==> config.mk <==
export PLATFORM = sky130hd
export DESIGN_NAME = slwp_host_flat
export DESIGN_NICKNAME = d
export VERILOG_FILES = /design/src/hw/slwp_pkg.sv /design/src/hw/slwp_link_if.sv /design/src/hw/slwp_host.sv /design/src/flat_wrapper.sv
export SDC_FILE = /design/constraint.sdc
export NUM_CORES = 1
export LEC_CHECK = 0
export BUFFER_PORTS_ARGS = -buffer_cell sky130_fd_sc_hd__buf_4
export CAP_MARGIN = 30
export CELL_PAD_IN_SITES_DETAIL_PLACEMENT = 0
export CELL_PAD_IN_SITES_GLOBAL_PLACEMENT = 1
export CORE_UTILIZATION = 43
export CTS_CLUSTER_DIAMETER = 30
export DETAILED_ROUTE_END_ITERATION = 6
export PLACE_DENSITY_LB_ADDON = 0.1
export SYNTH_ARGS = -nofsm -noshare
export SYNTH_HDL_FRONTEND = slang
export SYNTH_SLANG_ARGS = --single-unit
export TNS_END_PERCENT = 10
==> constraint.sdc <==
create_clock -name clk_sys_i -period 2.75 [get_ports clk_sys_i]
set_clock_uncertainty 0.15 [all_clocks]
set_input_delay 0 -clock clk_sys_i [delete_from_list [all_inputs] [get_ports clk_sys_i]]
set_output_delay 0 -clock clk_sys_i [all_outputs]
set_load 0.1 [all_outputs]
==> src/hw/slwp_pkg.sv <==
// Shared constants for the serial latch write port
package slwp_pkg;
  // ==================== Clock and timing
  localparam int unsigned SYS_CLK_NS    = 20;  // System clock period
  localparam int unsigned SCLK_HALF_NS  = 80;  // Serial clock half period
  localparam int unsigned BYTE_GAP_NS   = 40;  // Idle gap between bytes
  localparam int unsigned LATCH_HOLD_NS = 80;  // Strobe high time
  localparam int unsigned SCLK_HALF_CYC = (SCLK_HALF_NS + SYS_CLK_NS - 1) / SYS_CLK_NS;
  localparam int unsigned BYTE_GAP_CYC  = (BYTE_GAP_NS + SYS_CLK_NS - 1) / SYS_CLK_NS;
  localparam int unsigned LATCH_CYC     = (LATCH_HOLD_NS + SYS_CLK_NS - 1) / SYS_CLK_NS;
  localparam int unsigned CNT_W         = 4;   // Host wait counter width

  // ==================== Word layout
  localparam int unsigned WORD_W     = 32;     // Bits per latch word
  localparam int unsigned BYTE_W     = 8;      // Bits per host transfer
  localparam int unsigned SEL_W      = 3;      // Latch select field width
  localparam int unsigned SEL_LSB    = 0;      // Latch select position
  localparam int unsigned MOD_LSB    = 3;      // Modulus field position
  localparam int unsigned PHASE_LSB  = 15;     // Phase word position
  localparam int unsigned FIELD_W    = 12;     // Modulus and phase width
  localparam int unsigned TURN_W     = 16;     // Output phase, fraction of turn
  localparam int unsigned DIV_STEPS  = FIELD_W + TURN_W;
  localparam logic [SEL_W-1:0]   SEL_PHASE = 3'h1;    // Latch holding phase
  localparam logic [FIELD_W-1:0] MOD_MIN   = 12'h002; // Least legal modulus
  localparam logic [FIELD_W-1:0] MOD_RST   = 12'h002; // Modulus after reset
  localparam logic [FIELD_W-1:0] PHASE_RST = 12'h000; // Phase after reset
endpackage

==> src/hw/slwp_link_if.sv <==
// Three-wire link between host and synthesizer port
`timescale 1ns/1ps
`default_nettype none
interface slwp_link_if;
  logic serial_clk;    // Serial clock, host made
  logic serial_data;   // Serial data, host to device
  logic latch_strobe;  // Latch strobe, host driven

  // ==================== Views
  modport host   (output serial_clk, output serial_data, output latch_strobe);
  modport device (input serial_clk, input serial_data, input latch_strobe);
endinterface
`default_nettype wire

==> src/hw/slwp_host.sv <==
// Host end: sends 32-bit latch words as four bytes over the link
`timescale 1ns/1ps
`default_nettype none
module slwp_host
  import slwp_pkg::*;
(
  // Clock and reset
  input  wire logic              clk_sys_i,
  input  wire logic              reset_i,
  // Word request
  input  wire logic              cmd_valid_i,
  input  wire logic [WORD_W-1:0] cmd_word_i,
  output logic                   cmd_ready_o,
  // Result
  output logic                   cmd_done_o,
  output logic                   cmd_error_o,
  // Link
  slwp_link_if.host              link
);
  // ==================== Types
  typedef enum logic [2:0] {
    SLWP_IDLE,   // Waiting for a word
    SLWP_LOW,    // Clock low, data set up
    SLWP_HIGH,   // Clock high, device samples
    SLWP_GAP,    // Pause between bytes
    SLWP_TAIL,   // Clock low after last bit
    SLWP_LATCH   // Strobe high
  } slwp_host_e;

  typedef struct packed {
    slwp_host_e         state;   // Sequencer state
    logic [CNT_W-1:0]   cnt;     // Wait counter
    logic [4:0]         bits;    // Bits sent in this word
    logic [WORD_W-1:0]  shift;   // Word being sent, MSB first
    logic               sclk;    // Serial clock level
    logic               sdat;    // Serial data level
    logic               strobe;  // Latch strobe level
    logic               ready;   // Can take a word
    logic               done;    // Word latched pulse
    logic               error;   // Word refused pulse
  } slwp_host_s;

  slwp_host_s st;       // Registered state
  slwp_host_s next_st;  // Next state

  // ==================== Helpers
  logic half_up;  // Half clock period elapsed
  logic gap_up;   // Byte gap elapsed
  logic hold_up;  // Strobe hold elapsed
  logic bad_mod;  // Request carries an illegal modulus

  assign half_up = (st.cnt == CNT_W'(SCLK_HALF_CYC - 1));
  assign gap_up  = (st.cnt == CNT_W'(BYTE_GAP_CYC - 1));
  assign hold_up = (st.cnt == CNT_W'(LATCH_CYC - 1));
  // Only the phase latch carries a modulus
  assign bad_mod = (cmd_word_i[SEL_LSB +: SEL_W] == SEL_PHASE)
                && (cmd_word_i[MOD_LSB +: FIELD_W] < MOD_MIN);

  // ==================== Sequencer
  // The link clock is divided from the system clock,
  // so it only runs while a word is in flight
  always_comb begin
    next_st       = st;
    next_st.done  = 1'b0;
    next_st.error = 1'b0;
    next_st.cnt   = st.cnt + CNT_W'(1);
    case (st.state)
      SLWP_IDLE: begin
        next_st.cnt    = '0;
        next_st.sclk   = 1'b0;
        // Strobe idles low, so it is low before any clocking
        next_st.strobe = 1'b0;
        if (cmd_valid_i && st.ready) begin
          if (bad_mod) begin
            // Refused word never reaches the link
            next_st.error = 1'b1;
          end else begin
            next_st.ready = 1'b0;
            next_st.shift = cmd_word_i;
            next_st.bits  = '0;
            // First bit set up a half period ahead of the rise
            next_st.sdat  = cmd_word_i[WORD_W-1];
            next_st.state = SLWP_LOW;
          end
        end
      end
      SLWP_LOW: begin
        // Data held steady while the clock is low
        if (half_up) begin
          next_st.cnt   = '0;
          next_st.sclk  = 1'b1;
          next_st.state = SLWP_HIGH;
        end
      end
      SLWP_HIGH: begin
        if (half_up) begin
          next_st.cnt   = '0;
          // Falling edge: data may change now, away from the rise
          next_st.sclk  = 1'b0;
          next_st.shift = {st.shift[WORD_W-2:0], 1'b0};
          next_st.sdat  = st.shift[WORD_W-2];
          next_st.bits  = st.bits + 5'h01;
          if (st.bits == 5'(WORD_W - 1)) begin
            // All four bytes out: full word delivered
            next_st.state = SLWP_TAIL;
          end else if (st.bits[2:0] == 3'(BYTE_W - 1)) begin
            // Byte boundary, strobe stays low across it
            next_st.state = SLWP_GAP;
          end else begin
            next_st.state = SLWP_LOW;
          end
        end
      end
      SLWP_GAP: begin
        // Short pause, as between separate byte transfers
        if (gap_up) begin
          next_st.cnt   = '0;
          next_st.state = SLWP_LOW;
        end
      end
      SLWP_TAIL: begin
        // Wait so the last rise is seen before the strobe
        if (half_up) begin
          next_st.cnt    = '0;
          next_st.strobe = 1'b1;
          next_st.state  = SLWP_LATCH;
        end
      end
      SLWP_LATCH: begin
        // Strobe held high long enough to be sampled
        if (hold_up) begin
          next_st.cnt    = '0;
          next_st.strobe = 1'b0;
          next_st.done   = 1'b1;
          next_st.ready  = 1'b1;
          next_st.state  = SLWP_IDLE;
        end
      end
      default: begin
        // Lost state: park with the link quiet
        next_st        = st;
        next_st.state  = SLWP_IDLE;
        next_st.cnt    = '0;
        next_st.sclk   = 1'b0;
        next_st.strobe = 1'b0;
        next_st.ready  = 1'b1;
        next_st.done   = 1'b0;
        next_st.error  = 1'b0;
      end
    endcase
  end

  // ==================== Registers
  always_ff @(posedge clk_sys_i or posedge reset_i) begin
    if (reset_i) begin
      st       <= '0;
      st.state <= SLWP_IDLE;
      st.ready <= 1'b1;
    end else begin
      st <= next_st;
    end
  end

  // ==================== Outputs
  // All straight from flops; link lines never glitch
  assign cmd_ready_o       = st.ready;
  assign cmd_done_o        = st.done;
  assign cmd_error_o       = st.error;
  assign link.serial_clk   = st.sclk;
  assign link.serial_data  = st.sdat;
  assign link.latch_strobe = st.strobe;
endmodule
`default_nettype wire

==> src/flat_wrapper.sv <==
// flat-port wrapper written by rule: the top's interface ports become plain ports
module slwp_host_flat import slwp_pkg::*;
  (clk_sys_i, reset_i, cmd_valid_i, cmd_word_i, cmd_ready_o, cmd_done_o, cmd_error_o, link_serial_clk, link_serial_data, link_latch_strobe);
  slwp_link_if link_i ();
  input  wire logic clk_sys_i;
  input  wire logic reset_i;
  input  wire logic cmd_valid_i;
  input  wire logic [WORD_W-1:0] cmd_word_i;
  output logic cmd_ready_o;
  output logic cmd_done_o;
  output logic cmd_error_o;
  output wire logic [$bits(link_i.serial_clk)-1:0] link_serial_clk;
  output wire logic [$bits(link_i.serial_data)-1:0] link_serial_data;
  output wire logic [$bits(link_i.latch_strobe)-1:0] link_latch_strobe;
  assign link_serial_clk = link_i.serial_clk;
  assign link_serial_data = link_i.serial_data;
  assign link_latch_strobe = link_i.latch_strobe;
  slwp_host u_core (.clk_sys_i(clk_sys_i), .reset_i(reset_i), .cmd_valid_i(cmd_valid_i), .cmd_word_i(cmd_word_i), .cmd_ready_o(cmd_ready_o), .cmd_done_o(cmd_done_o), .cmd_error_o(cmd_error_o), .link(link_i));
endmodule
==> impl_metrics.env, run 1 <==
export IMPL_run_status="completed"
export IMPL_synth_simple_gate_area_share_pct=7.712
export IMPL_timing_critical_path_cells="ha_1 > or3b_1 > nor2_8 > buf_4 > a41oi_1 > a31oi_1"
export IMPL_timing_critical_path_slowest_stage_cell="or3b_1"
export IMPL_post_synth_fa_ha_maj_area_fraction_pct=2.504
export IMPL_vias=2182
export IMPL_cp_data_arrival_time_ps=2340
export IMPL_first_global_vias=2032
export IMPL_grt_start_max_net_pins=33
export IMPL_synth_top_cell_area_share_pct=48.07
export IMPL_ant_nets=0
export IMPL_grtUsageMet2_pct=32.81
export IMPL_post_synth_top_count_cell="dfrtp_1"
export IMPL_cp_startpoint="u_core.st[43]"
export IMPL_wire_length_of_the_first_global_routing_pass_mm=9.922
export IMPL_setup_violations_final=0
export IMPL_post_cts_hold_buffer_count=34
export IMPL_fin_total_pwr_w=0.001300
export IMPL_synth_area_top_cells="dfrtp_1, a211oi_1, a22oi_1"
export IMPL_antenna_violations_before_repair=0
export IMPL_worstSetupStartpointType="flop"
export IMPL_die_w_um=78.23
export IMPL_ys_warn_count=0
export IMPL_final_layout_size_suffix_gt1_share_pct=21.36
export IMPL_num_io_pins=41
export IMPL_synth_ff_type="dfrtp_1"
export IMPL_num_rows=27
export IMPL_critPathKind="reg2reg"
export IMPL_total_leakage_power_nw=1.549
export IMPL_worst_slew_pin_slew_ps=600.9
export IMPL_synth_enable_flop_cells=0
export IMPL_r2r_start="u_core.st[43]"
export IMPL_worst_hold_path_type="in2async"
export IMPL_netlist_instances=241
export IMPL_timing_max_cap_violations=0
export IMPL_global_route_peak_usage_layer="met2"
export IMPL_tritoncts_clock_tree="yes"
export IMPL_synthesis_area_sq_um=2499
export IMPL_area_growth_pct=31.55
export IMPL_synth_top_family_by_area="compound AO/OA/AOI/OAI gates"
export IMPL_ctsRootBufferMaster="clkbuf_8"
export IMPL_detailed_place_hpwl_mm=3.479
export IMPL_synth_fp_nets=281
export IMPL_synth_compound_area_share_pct=32.50
export IMPL_maxSlewViolCount=0
export IMPL_share_of_cell_area_taken_by_muxes_after_synthesis_pct=0.8513
export IMPL_clk_transition_reported_paths_ps=90
export IMPL_wire_per_inst_um=14.99
export IMPL_remaining_drc_errors=0
export IMPL_rsz_0062_raised_after_global_routing="false"
export IMPL_asyncSetResetFlopFracSynth_pct=100.0
export IMPL_synth_xor_area_share_pct=0.7011
export IMPL_cp_slowest_stage_delay_ps=510
export IMPL_synth_largest_area_cell="dfrtp_1"
export IMPL_final_setup_tns_ps=0
export IMPL_flip_flop_and_latch_count_after_synthesis=49
export IMPL_synth_commonest_cells="dfrtp_1, a21oi_1, a211oi_1"
export IMPL_required_ps=2830
export IMPL_postRouteWirelength_mm=5.713
export IMPL_fp_dieH_um=78.23
export IMPL_drtIter0Drc=73
export IMPL_cp_end_kind="flop"
export IMPL_cts_setup_buffers=0
export IMPL_leftover_overflow_at_the_end_of_global_routing=0
export IMPL_pwr_density_cell_nw_per_um2=395.6
export IMPL_core_sq_um=5540
export IMPL_grt_total_usage_pct=20.76
export IMPL_grt_use_met1_pct=28.79
export IMPL_clock_insertion_delay_worst_skew_ps=300
export IMPL_synthDistinctLibCells=44
export IMPL_die_area_sq_um=6120
export IMPL_postLayoutCoreUtil_pct=59.33
export IMPL_resize_count_post_cts=0
export IMPL_clock_fmax_ghz=0.4419
export IMPL_clk_path_buf_depth=2
export IMPL_finalWeightedCongestion=0.7523
export IMPL_finalNetCount=348
export IMPL_initial_util_pct=45.10
export IMPL_postSynthAreaPerCell_sq_um=10.37
export IMPL_clock_sinks=49
export IMPL_vias_per_cell=5.727
export IMPL_cts_buffers=5
export IMPL_synth_sequential_area_ratio_pct=49.12
export IMPL_ir_worst_vdd_mv=0.2269
export IMPL_grt_util_met3_pct=3.488
export IMPL_period_needed_ps=2263
export IMPL_maxSlewHeadroom_pct=59.60
export IMPL_crit_path_max_fanout=22
export IMPL_firstDrtPassIters=4
export IMPL_cts_htree_levels=2
export IMPL_port_buffers=40
export IMPL_antennaDiodeCount=0
export IMPL_finalHoldViolations=0
export IMPL_finalCritPeriodShare_pct=82.29
-- kinds of logic (layout without fill, tap and decap cells) --
logic type               count (synthesis)  in the layout
multiplexers                             2              2
adder cells (fa/ha/maj)                  5              5
flip-flops                              49             49
AO/OA/AOI/OAI                          120            120
buffers and inverters                   32            100
XOR/XNOR                                 2              2
AND/OR/NAND/NOR                         31             31
-- final cells by class --
type | instances | area [sq um]
fill | 501 | 2253
sequential | 49 | 1227
multi-input combinational | 160 | 1106
timing repair buffer | 85 | 735.7
clock buffer | 7 | 96.34
tap | 72 | 90.09
inverter | 7 | 26.28
clock inverter | 1 | 5.005
-- sequential cells by signal, summed over array words and instances (netlist names) --
signal                    cells
u_core.link.serial_data       1
u_core.link.latch_strobe      1
u_core.st                    43
u_core.cmd_done_o             1
u_core.cmd_ready_o            1
u_core.cmd_error_o            1
u_core.link.serial_clk        1
-- worst paths after layout --
path / to / cells after the start / slack [ps]
max in group asynchronous: u_core.cmd_ready_o / 4 / 1680
hold reg to reg: u_core.st[41] / 1 / 330
setup reg to reg: u_core.st[41] / 6 / 490
setup / recovery: u_core.st[41] / 6 / 490
hold / removal: u_core.st[25] / 3 / 160
min in group clk_sys_i: u_core.st[41] / 1 / 330
-- power breakdown --
| group | switching, W | internal, W | leakage [nW] |
|---|---|---|---|
| registers | 0 | 0.000720 | 0.671 |
| logic | 0.0000394 | 0.0000772 | 0.824 |
| clock network | 0.000236 | 0.000228 | 0.0542 |
| total | 0.000276 | 0.00102 | 1.55 |
-- cells in the final DEF (no fill, tap or decap), types with 3 or more instances in the layout --
cell | netlist | routed
dlygate4sd3_1 | 0 | 34
nor3_1 | 4 | 4
buf_4 | 5 | 50
dfrtp_1 | 48 | 48
nor2_1 | 6 | 6
clkbuf_8 | 0 | 7
o21ai_0 | 3 | 3
nand2_1 | 4 | 4
ha_1 | 5 | 5
inv_1 | 7 | 6
a22oi_1 | 31 | 31
a211oi_1 | 32 | 32
a22o_1 | 4 | 4
a21oi_1 | 37 | 37
-- per-stage QoR --
step | worst slack [ps] | hold slack (ps) | instances | instance area, sq um
2_1_floorplan | 783.3 | 1.405 | 241 | 2499
5_1_grt | 346.7 | 205.9 | 381 | 3287
4_1_cts | 479.0 | 158.1 | 381 | 3287
3_3_place_gp | 536.6 | 103.0 | 338 | 2825
6_report | 487.0 | 161.6 | 381 | 3287
3_5_place_dp | 498.7 | -52.64 | 339 | 2845
-- layer usage --
metal  vias up  routed length [um]
li1       1064                   -
met1      1066                2763
met2        46                2658
met3         6                 203
met4         0                  87
met5         -                   0
-- worst max-delay path, delay by kind of cell (launching register included) --
| family | cells | cell delay [ps] |
|---|---|---|
| adders and majority gates | 1 | 250 |
| DFF | 1 | 400 |
| and+or+nand+nor | 2 | 800 |
| AOI/OAI and AO/OA | 2 | 280 |
| buffers and inverters | 1 | 300 |
Note: power is estimated with default switching activity, not from simulation.
==> run 2, diff against run 1 <==
--- a/config.mk
+++ b/config.mk
@@ -5,11 +5,12 @@
 export SDC_FILE = /design/constraint.sdc
 export NUM_CORES = 1
 export LEC_CHECK = 0
+export ABC_AREA = 1
 export BUFFER_PORTS_ARGS = -buffer_cell sky130_fd_sc_hd__buf_4
 export CAP_MARGIN = 30
 export CELL_PAD_IN_SITES_DETAIL_PLACEMENT = 0
 export CELL_PAD_IN_SITES_GLOBAL_PLACEMENT = 1
-export CORE_UTILIZATION = 43
+export CORE_UTILIZATION = 36
 export CTS_CLUSTER_DIAMETER = 30
 export DETAILED_ROUTE_END_ITERATION = 6
 export PLACE_DENSITY_LB_ADDON = 0.1
==> constraint.sdc (replaced) <==
create_clock -name clk_sys_i -period 1.85 [get_ports clk_sys_i]
set_clock_uncertainty 0.15 [all_clocks]
set_input_delay 0 -clock clk_sys_i [delete_from_list [all_inputs] [get_ports clk_sys_i]]
set_output_delay 0 -clock clk_sys_i [all_outputs]
set_load 0.1 [all_outputs]
==> run 2 against run 1 <==
- total power increased to 3.7 times the previous value
- clock-buffer cell count unchanged
- critical path depth is 3 higher
- sequential share of layout area shrank 3.9 points
- first-iteration DRC count is 49% higher
- sequential power up 140%
- maximum frequency increased by 33%
- non-clock buffer count increased by 7
- combinational power rose to 20 times the previous value
- critical path type unchanged
- critical endpoint is now u_core.st[47]
- largest power group is now combinational cells
==> impl_metrics.env, run 2 <==
export IMPL_synth_top_cell_area_share_pct=45.24
export IMPL_leftover_overflow_at_the_end_of_global_routing=0
export IMPL_postSynthAreaPerCell_sq_um=7.043
export IMPL_fp_dieH_um=87.88
export IMPL_wire_length_of_the_first_global_routing_pass_mm=11.02
export IMPL_post_route_worst_setup_slack_ps=143.6
export IMPL_timing_critical_path_cells="ha_2 > nand2_2 > buf_4 > nor2_4 > buf_12 > nand2_1 > nand3_1 > nand3_1 > nand2_1"
export IMPL_cell_depth_of_the_worst_min_delay_path=2
export IMPL_detailed_place_hpwl_mm=4.178
export IMPL_commonest_cells_after_routing_fill_and_taps_aside="nand2_1, buf_4, dfrtp_1, nand3_1, dlygate4sd3_1"
export IMPL_final_setup_tns_ps=0
export IMPL_synth_top_family_by_area="simple AND/OR/NAND/NOR gates"
export IMPL_crit_path_max_fanout=20
export IMPL_cp_slowest_stage_delay_ps=400
export IMPL_drtIter0Drc=109
export IMPL_ir_worst_vdd_mv=0.4819
export IMPL_synth_largest_area_cell="dfrtp_1"
export IMPL_synth_simple_gate_area_share_pct=42.70
export IMPL_finalCritPeriodShare_pct=92.24
export IMPL_synth_sequential_area_ratio_pct=46.23
export IMPL_synth_xor_area_share_pct=0.9896
export IMPL_ctsRootBufferMaster="clkbuf_8"
export IMPL_antennaDiodeCount=0
export IMPL_final_common_cell="nand2_1"
export IMPL_final_layout_size_suffix_gt1_share_pct=17.17
export IMPL_worst_r2r_path_depth=9
export IMPL_synth_commonest_cells="nand2_1, dfrtp_1, nand3_1"
export IMPL_finalNetCount=499
export IMPL_antenna_violations_before_repair=0
export IMPL_synth_area_top_cells="dfrtp_1, nand2_1, nand3_1"
export IMPL_vias_per_cell=4.676
export IMPL_wire_per_inst_um=11.90
export IMPL_post_synth_top_count_cell="nand2_1"
export IMPL_cp_end_kind="flop"
export IMPL_synth_compound_area_share_pct=2.309
export IMPL_ys_warn_count=0
export IMPL_ff_latch_area_sq_um=1229
export IMPL_clock_fmax_ghz=0.5860
export IMPL_cp_data_arrival_time_ps=1800
export IMPL_postRouteWirelength_mm=6.616
export IMPL_flip_flop_and_latch_count_after_synthesis=49
export IMPL_share_of_cell_area_taken_by_muxes_after_synthesis_pct=0
export IMPL_flip_flop_count_of_the_largest_register_after_layout=43
export IMPL_firstDrtPassIters=4
export IMPL_grt_total_usage_pct=18.50
export IMPL_clk_transition_reported_paths_ps=80
export IMPL_synthesis_area_sq_um=2655
export IMPL_clock_insertion_delay_worst_skew_ps=310
export IMPL_timing_critical_path_slowest_stage_cell="dfrtp_1"
export IMPL_worst_hold_startpoint="u_core.cmd_ready_o"
export IMPL_synth_enable_flop_cells=0
export IMPL_die_w_um=87.88
export IMPL_area_used_by_multi_input_combinational_logic_sq_um=1299
export IMPL_num_rows=30
export IMPL_n_fill_cell=702
export IMPL_asyncSetResetFlopFracSynth_pct=100.0
export IMPL_worstSetupStartpointType="flop"
export IMPL_postLayoutCoreUtil_pct=52.85
export IMPL_num_io_pins=41
export IMPL_synth_fp_nets=417
export IMPL_fin_hold_ws_ps=323.0
export IMPL_ff2ff_setup_slack_ps=140
export IMPL_synth_ff_type="dfrtp_1"
export IMPL_fin_total_pwr_w=0.004833
export IMPL_initial_util_pct=38.23
export IMPL_clock_sinks=49
export IMPL_tritoncts_clock_tree="yes"
export IMPL_first_global_vias=2362
export IMPL_post_synth_fa_ha_maj_area_fraction_pct=2.356
export IMPL_run_status="completed"
export IMPL_setup_violations_final=0
export IMPL_core_sq_um=6944
export IMPL_area_growth_pct=38.22
export IMPL_clk_path_buf_depth=2
export IMPL_rsz_0062_raised_after_global_routing="false"
export IMPL_finalWeightedCongestion=0.8269
export IMPL_ant_nets=0
export IMPL_regMostFlops="u_core.st"
export IMPL_worstReg2RegEnd="u_core.st[47]"
export IMPL_total_leakage_power_nw=1.982
export IMPL_synthDistinctLibCells=26
export IMPL_cts_htree_levels=2
export IMPL_vias=2600
export IMPL_required_ps=1950
export IMPL_maxSlewViolCount=0
export IMPL_period_needed_ps=1706
export IMPL_worst_slew_pin_slew_ps=313.6
export IMPL_netlist_instances=377
export IMPL_finalHoldViolations=0
export IMPL_critPathKind="reg2reg"
export IMPL_pwr_density_cell_nw_per_um2=1317
export IMPL_r2r_start="u_core.st[43]"
export IMPL_timing_max_cap_violations=0
export IMPL_port_buffers=40
export IMPL_remaining_drc_errors=0
export IMPL_die_area_sq_um=7723
export IMPL_timing_hold_worst_endpoint="u_core.cmd_ready_o"
export IMPL_grt_start_max_net_pins=40
export IMPL_worst_hold_path_type="reg2reg"
export IMPL_cts_buffers=5
export IMPL_maxSlewHeadroom_pct=79.09
export IMPL_detailedPlace_worstSlack_ps=114.9
-- run 2: cell types whose count changed in the layout (fill, tap and decap cells not counted), moves of 3 or more --
cell	change
a211oi_1	-32
inv_1	+5
nand3_1	+42
a22oi_1	-31
nor2_1	+21
nor3_1	-4
a21oi_1	-35
nor2_2	+3
a22o_1	-4
nand2_1	+195
buf_12	+3
-- run 2: per-stage QoR --
| step | std cells | instance area [sq um] |
|---|---|---|
| floorplan | 377 | 2655 |
| global placement | 511 | 3149 |
| detailed placement | 511 | 3149 |
| CTS | 554 | 3616 |
| global route | 556 | 3670 |
| finish | 556 | 3670 |
-- run 2: what timing repair did --
action | 4_1_cts | 5_1_grt
buffers inserted | 0 | 1
resized for setup | 0 | 7
hold buffers | 35 | 0
endpoints found under the hold margin | 82 | 0
setup endpoints to repair | 0 | 33
-- run 2: final cells by class --
class,instances,area share (%)
Clock buffer,7,2.353
Clock inverter,1,0.8183
Inverter,14,1.432
Multi-Input combinational cell,297,35.39
Sequential cell,49,33.48
Tap cell,96,3.273
Timing Repair Buffer,92,23.25
-- run 2: cell families (layout without fill, tap and decap cells) --
| family | count (synthesis) | after routing |
|---|---|---|
| xor+xnor | 3 | 3 |
| fa+ha+maj | 5 | 5 |
| flops | 49 | 49 |
| simple gates | 280 | 280 |
| compound gates | 9 | 9 |
| buf+inv | 31 | 114 |
-- run 2: critical path, delay by kind of cell (launching register included) --
family                   cells  cell delay [ps]
AND/OR/NAND/NOR              6              550
adder cells (fa/ha/maj)      1              210
buffers and inverters        2              350
flip-flops                   1              400
-- run 2: routing by layer --
layer	global-route usage (%)	share of wire, %
met5	0	0
met4	6.706	1.4
met2	30.16	46
met1	24.93	50
met3	2.828	2.5
-- run 2: power breakdown --
| part | switching (W) | internal [W] |
|---|---|---|
| clock network | 0.000359 | 0.000441 |
| logic | 0.00142 | 0.000888 |
| registers | 0.000235 | 0.00150 |
| total | 0.00201 | 0.00282 |
-- run 2: worst max path at each step --
stage | startpoint | endpoint | cells past startpoint
after CTS | u_core.st[43] | u_core.st[12] | 9
after global placement | u_core.st[47] | u_core.st[43] | 6
final | u_core.st[43] | u_core.st[47] | 9
after floorplan | u_core.cmd_ready_o | u_core.link.serial_data | 8
after detailed placement | u_core.st[43] | u_core.st[47] | 9
after global routing | u_core.st[43] | u_core.st[8] | 9
==> run 3, diff against run 2 <==
--- a/config.mk
+++ b/config.mk
@@ -13,7 +13,10 @@
 export CORE_UTILIZATION = 36
 export CTS_CLUSTER_DIAMETER = 30
 export DETAILED_ROUTE_END_ITERATION = 6
+export MAX_ROUTING_LAYER = met4
 export PLACE_DENSITY_LB_ADDON = 0.1
+export RECOVER_POWER = 25
+export SLEW_MARGIN = 20
 export SYNTH_ARGS = -nofsm -noshare
 export SYNTH_HDL_FRONTEND = slang
 export SYNTH_SLANG_ARGS = --single-unit
==> run 3 against run 2 <==
- first-iteration DRC count grew 5.5%
- sequential power hardly changed
- final cell count down 0.18%
- setup slack got worse by 11 ps
- sequential cell count stayed put
- non-clock buffer count decreased by 1
- critical path depth is the same
- maximum frequency shrank 0.63%
- final area decreased by 0.55%
- hold slack about the same
- total power decreased by 0.36%
==> impl_metrics.env, run 3 (synthesis gave the netlist of run 2 again) <==
export IMPL_clk_transition_reported_paths_ps=80
export IMPL_post_route_worst_setup_slack_ps=132.7
export IMPL_maxSlewHeadroom_pct=63.96
export IMPL_cts_htree_levels=2
export IMPL_total_leakage_power_nw=1.974
export IMPL_rsz_0062_raised_after_global_routing="false"
export IMPL_n_fill_cell=705
export IMPL_worstSetupStartpointType="flop"
export IMPL_leftover_overflow_at_the_end_of_global_routing=0
export IMPL_area_growth_pct=37.46
export IMPL_cts_setup_buffers=0
export IMPL_period_needed_ps=1717
export IMPL_clock_sinks=49
export IMPL_cp_end_kind="flop"
export IMPL_wire_length_of_the_first_global_routing_pass_mm=11.01
export IMPL_regMostFlops="u_core.st"
export IMPL_worst_slew_pin_slew_ps=542.9
export IMPL_crit_path_max_fanout=20
export IMPL_finalHoldViolations=0
export IMPL_port_buffers=40
export IMPL_ant_nets=0
export IMPL_initial_util_pct=38.23
export IMPL_remaining_drc_errors=0
export IMPL_worst_hold_startpoint="u_core.cmd_ready_o"
export IMPL_maxSlewViolCount=0
export IMPL_clock_insertion_delay_worst_skew_ps=310
export IMPL_cp_data_arrival_time_ps=1810
export IMPL_drtIter0Drc=115
export IMPL_r2r_start="u_core.st[43]"
export IMPL_cell_depth_of_the_worst_min_delay_path=2
export IMPL_worst_hold_path_type="reg2reg"
export IMPL_setup_violations_final=0
export IMPL_detailedPlace_worstSlack_ps=114.9
export IMPL_die_area_sq_um=7723
export IMPL_clk_path_buf_depth=2
export IMPL_vias_per_cell=4.679
export IMPL_tritoncts_clock_tree="yes"
export IMPL_finalCritPeriodShare_pct=92.82
export IMPL_required_ps=1950
export IMPL_wire_per_inst_um=11.97
export IMPL_cts_buffers=5
export IMPL_finalNetCount=498
export IMPL_critPathKind="reg2reg"
export IMPL_worstReg2RegEnd="u_core.st[47]"
export IMPL_grt_total_usage_pct=19.11
export IMPL_timing_max_cap_violations=0
export IMPL_ctsRootBufferMaster="clkbuf_8"
export IMPL_final_common_cell="nand2_1"
export IMPL_finalWeightedCongestion=0.8395
export IMPL_ff2ff_setup_slack_ps=130
export IMPL_grt_start_max_net_pins=40
export IMPL_fin_hold_ws_ps=323.0
export IMPL_flip_flop_count_of_the_largest_register_after_layout=43
export IMPL_final_cell_count_without_fillers=555
export IMPL_postRouteWirelength_mm=6.643
export IMPL_clock_fmax_ghz=0.5823
export IMPL_first_global_vias=2358
export IMPL_firstDrtPassIters=5
export IMPL_run_status="completed"
export IMPL_ir_worst_vdd_mv=0.4817
export IMPL_num_io_pins=41
export IMPL_fp_dieH_um=87.88
export IMPL_antenna_violations_before_repair=0
export IMPL_number_of_cells_in_the_design_after_placement=511
export IMPL_core_sq_um=6944
export IMPL_num_rows=30
export IMPL_antennaDiodeCount=0
export IMPL_pwr_density_cell_nw_per_um2=1320
export IMPL_commonest_cells_after_routing_fill_and_taps_aside="nand2_1, dfrtp_1, nand3_1, buf_4, dlygate4sd3_1"
export IMPL_vias=2597
export IMPL_timing_hold_worst_endpoint="u_core.cmd_ready_o"
export IMPL_final_layout_size_suffix_gt1_share_pct=16.78
export IMPL_detailed_place_hpwl_mm=4.178
export IMPL_die_w_um=87.88
export IMPL_final_setup_tns_ps=0
export IMPL_worst_r2r_path_depth=9
run 3: cell count changes in the layout (fill, tap and decap cells not counted):
cell	before	now
inv_2	3	2
clkbuf_4	0	1
clkbuf_2	0	5
buf_4	50	43
inv_1	11	12
run 3: timing repair:
item	4_1_cts	5_1_grt
setup endpoints to repair	0	33
resized for setup	0	7
hold buffers	35	0
endpoints found under the hold margin	82	0
run 3: through the flow:
step                utilization, %  total power (W)  instance area [sq um]
global route                 52.56         0.005259                   3650
global placement             45.35         0.003951                   3149
CTS                          52.07         0.004868                   3616
detailed placement           45.35         0.003986                   3149
finish                       52.56         0.004816                   3650
floorplan                        -         0.003327                   2655
run 3: critical path, cell delays in order, from the launching register on:
cell and delay, ps:
dfrtp_1 400, ha_2 210, nand2_2 60, buf_4 170, nor2_4 170, buf_12 190
nand2_1 70, nand3_1 90, nand3_1 80, nand2_1 70
run 3: routing by layer:
layer  global-route usage (%)  share of wire (%)  vias to the layer above
li1                         -                  -                     1336
met3                    2.828                2.9                        7
met2                    29.95                 46                       52
met4                    6.706                1.4                        0
met5                        -                  0                        -
met1                    25.16                 49                     1202
run 3: how the worst max path moves through the flow:
| stage | to | cells after the start | startpoint |
|---|---|---|---|
| 5_1_grt | u_core.st[8] | 9 | u_core.st[43] |
| 6_report | u_core.st[47] | 9 | u_core.st[43] |
| 4_1_cts | u_core.st[12] | 9 | u_core.st[43] |
| 2_1_floorplan | u_core.link.serial_data | 8 | u_core.cmd_ready_o |
| 3_3_place_gp | u_core.st[43] | 6 | u_core.st[47] |
| 3_5_place_dp | u_core.st[47] | 9 | u_core.st[43] |
run 3: power by group:
part	switching (W)	internal, W
logic	0.00141	0.000868
registers	0.000236	0.00150
clock network	0.000362	0.000441
run 3: cell type report:
cell class	instances	area [sq um]	area share, %
Tap cell	96	120.1	3.291
Clock buffer	7	86.33	2.365
Clock inverter	1	30.03	0.8228
Sequential cell	49	1229	33.66
Inverter	14	52.55	1.440
Multi-Input combinational cell	297	1299	35.58
Timing Repair Buffer	91	833.3	22.83
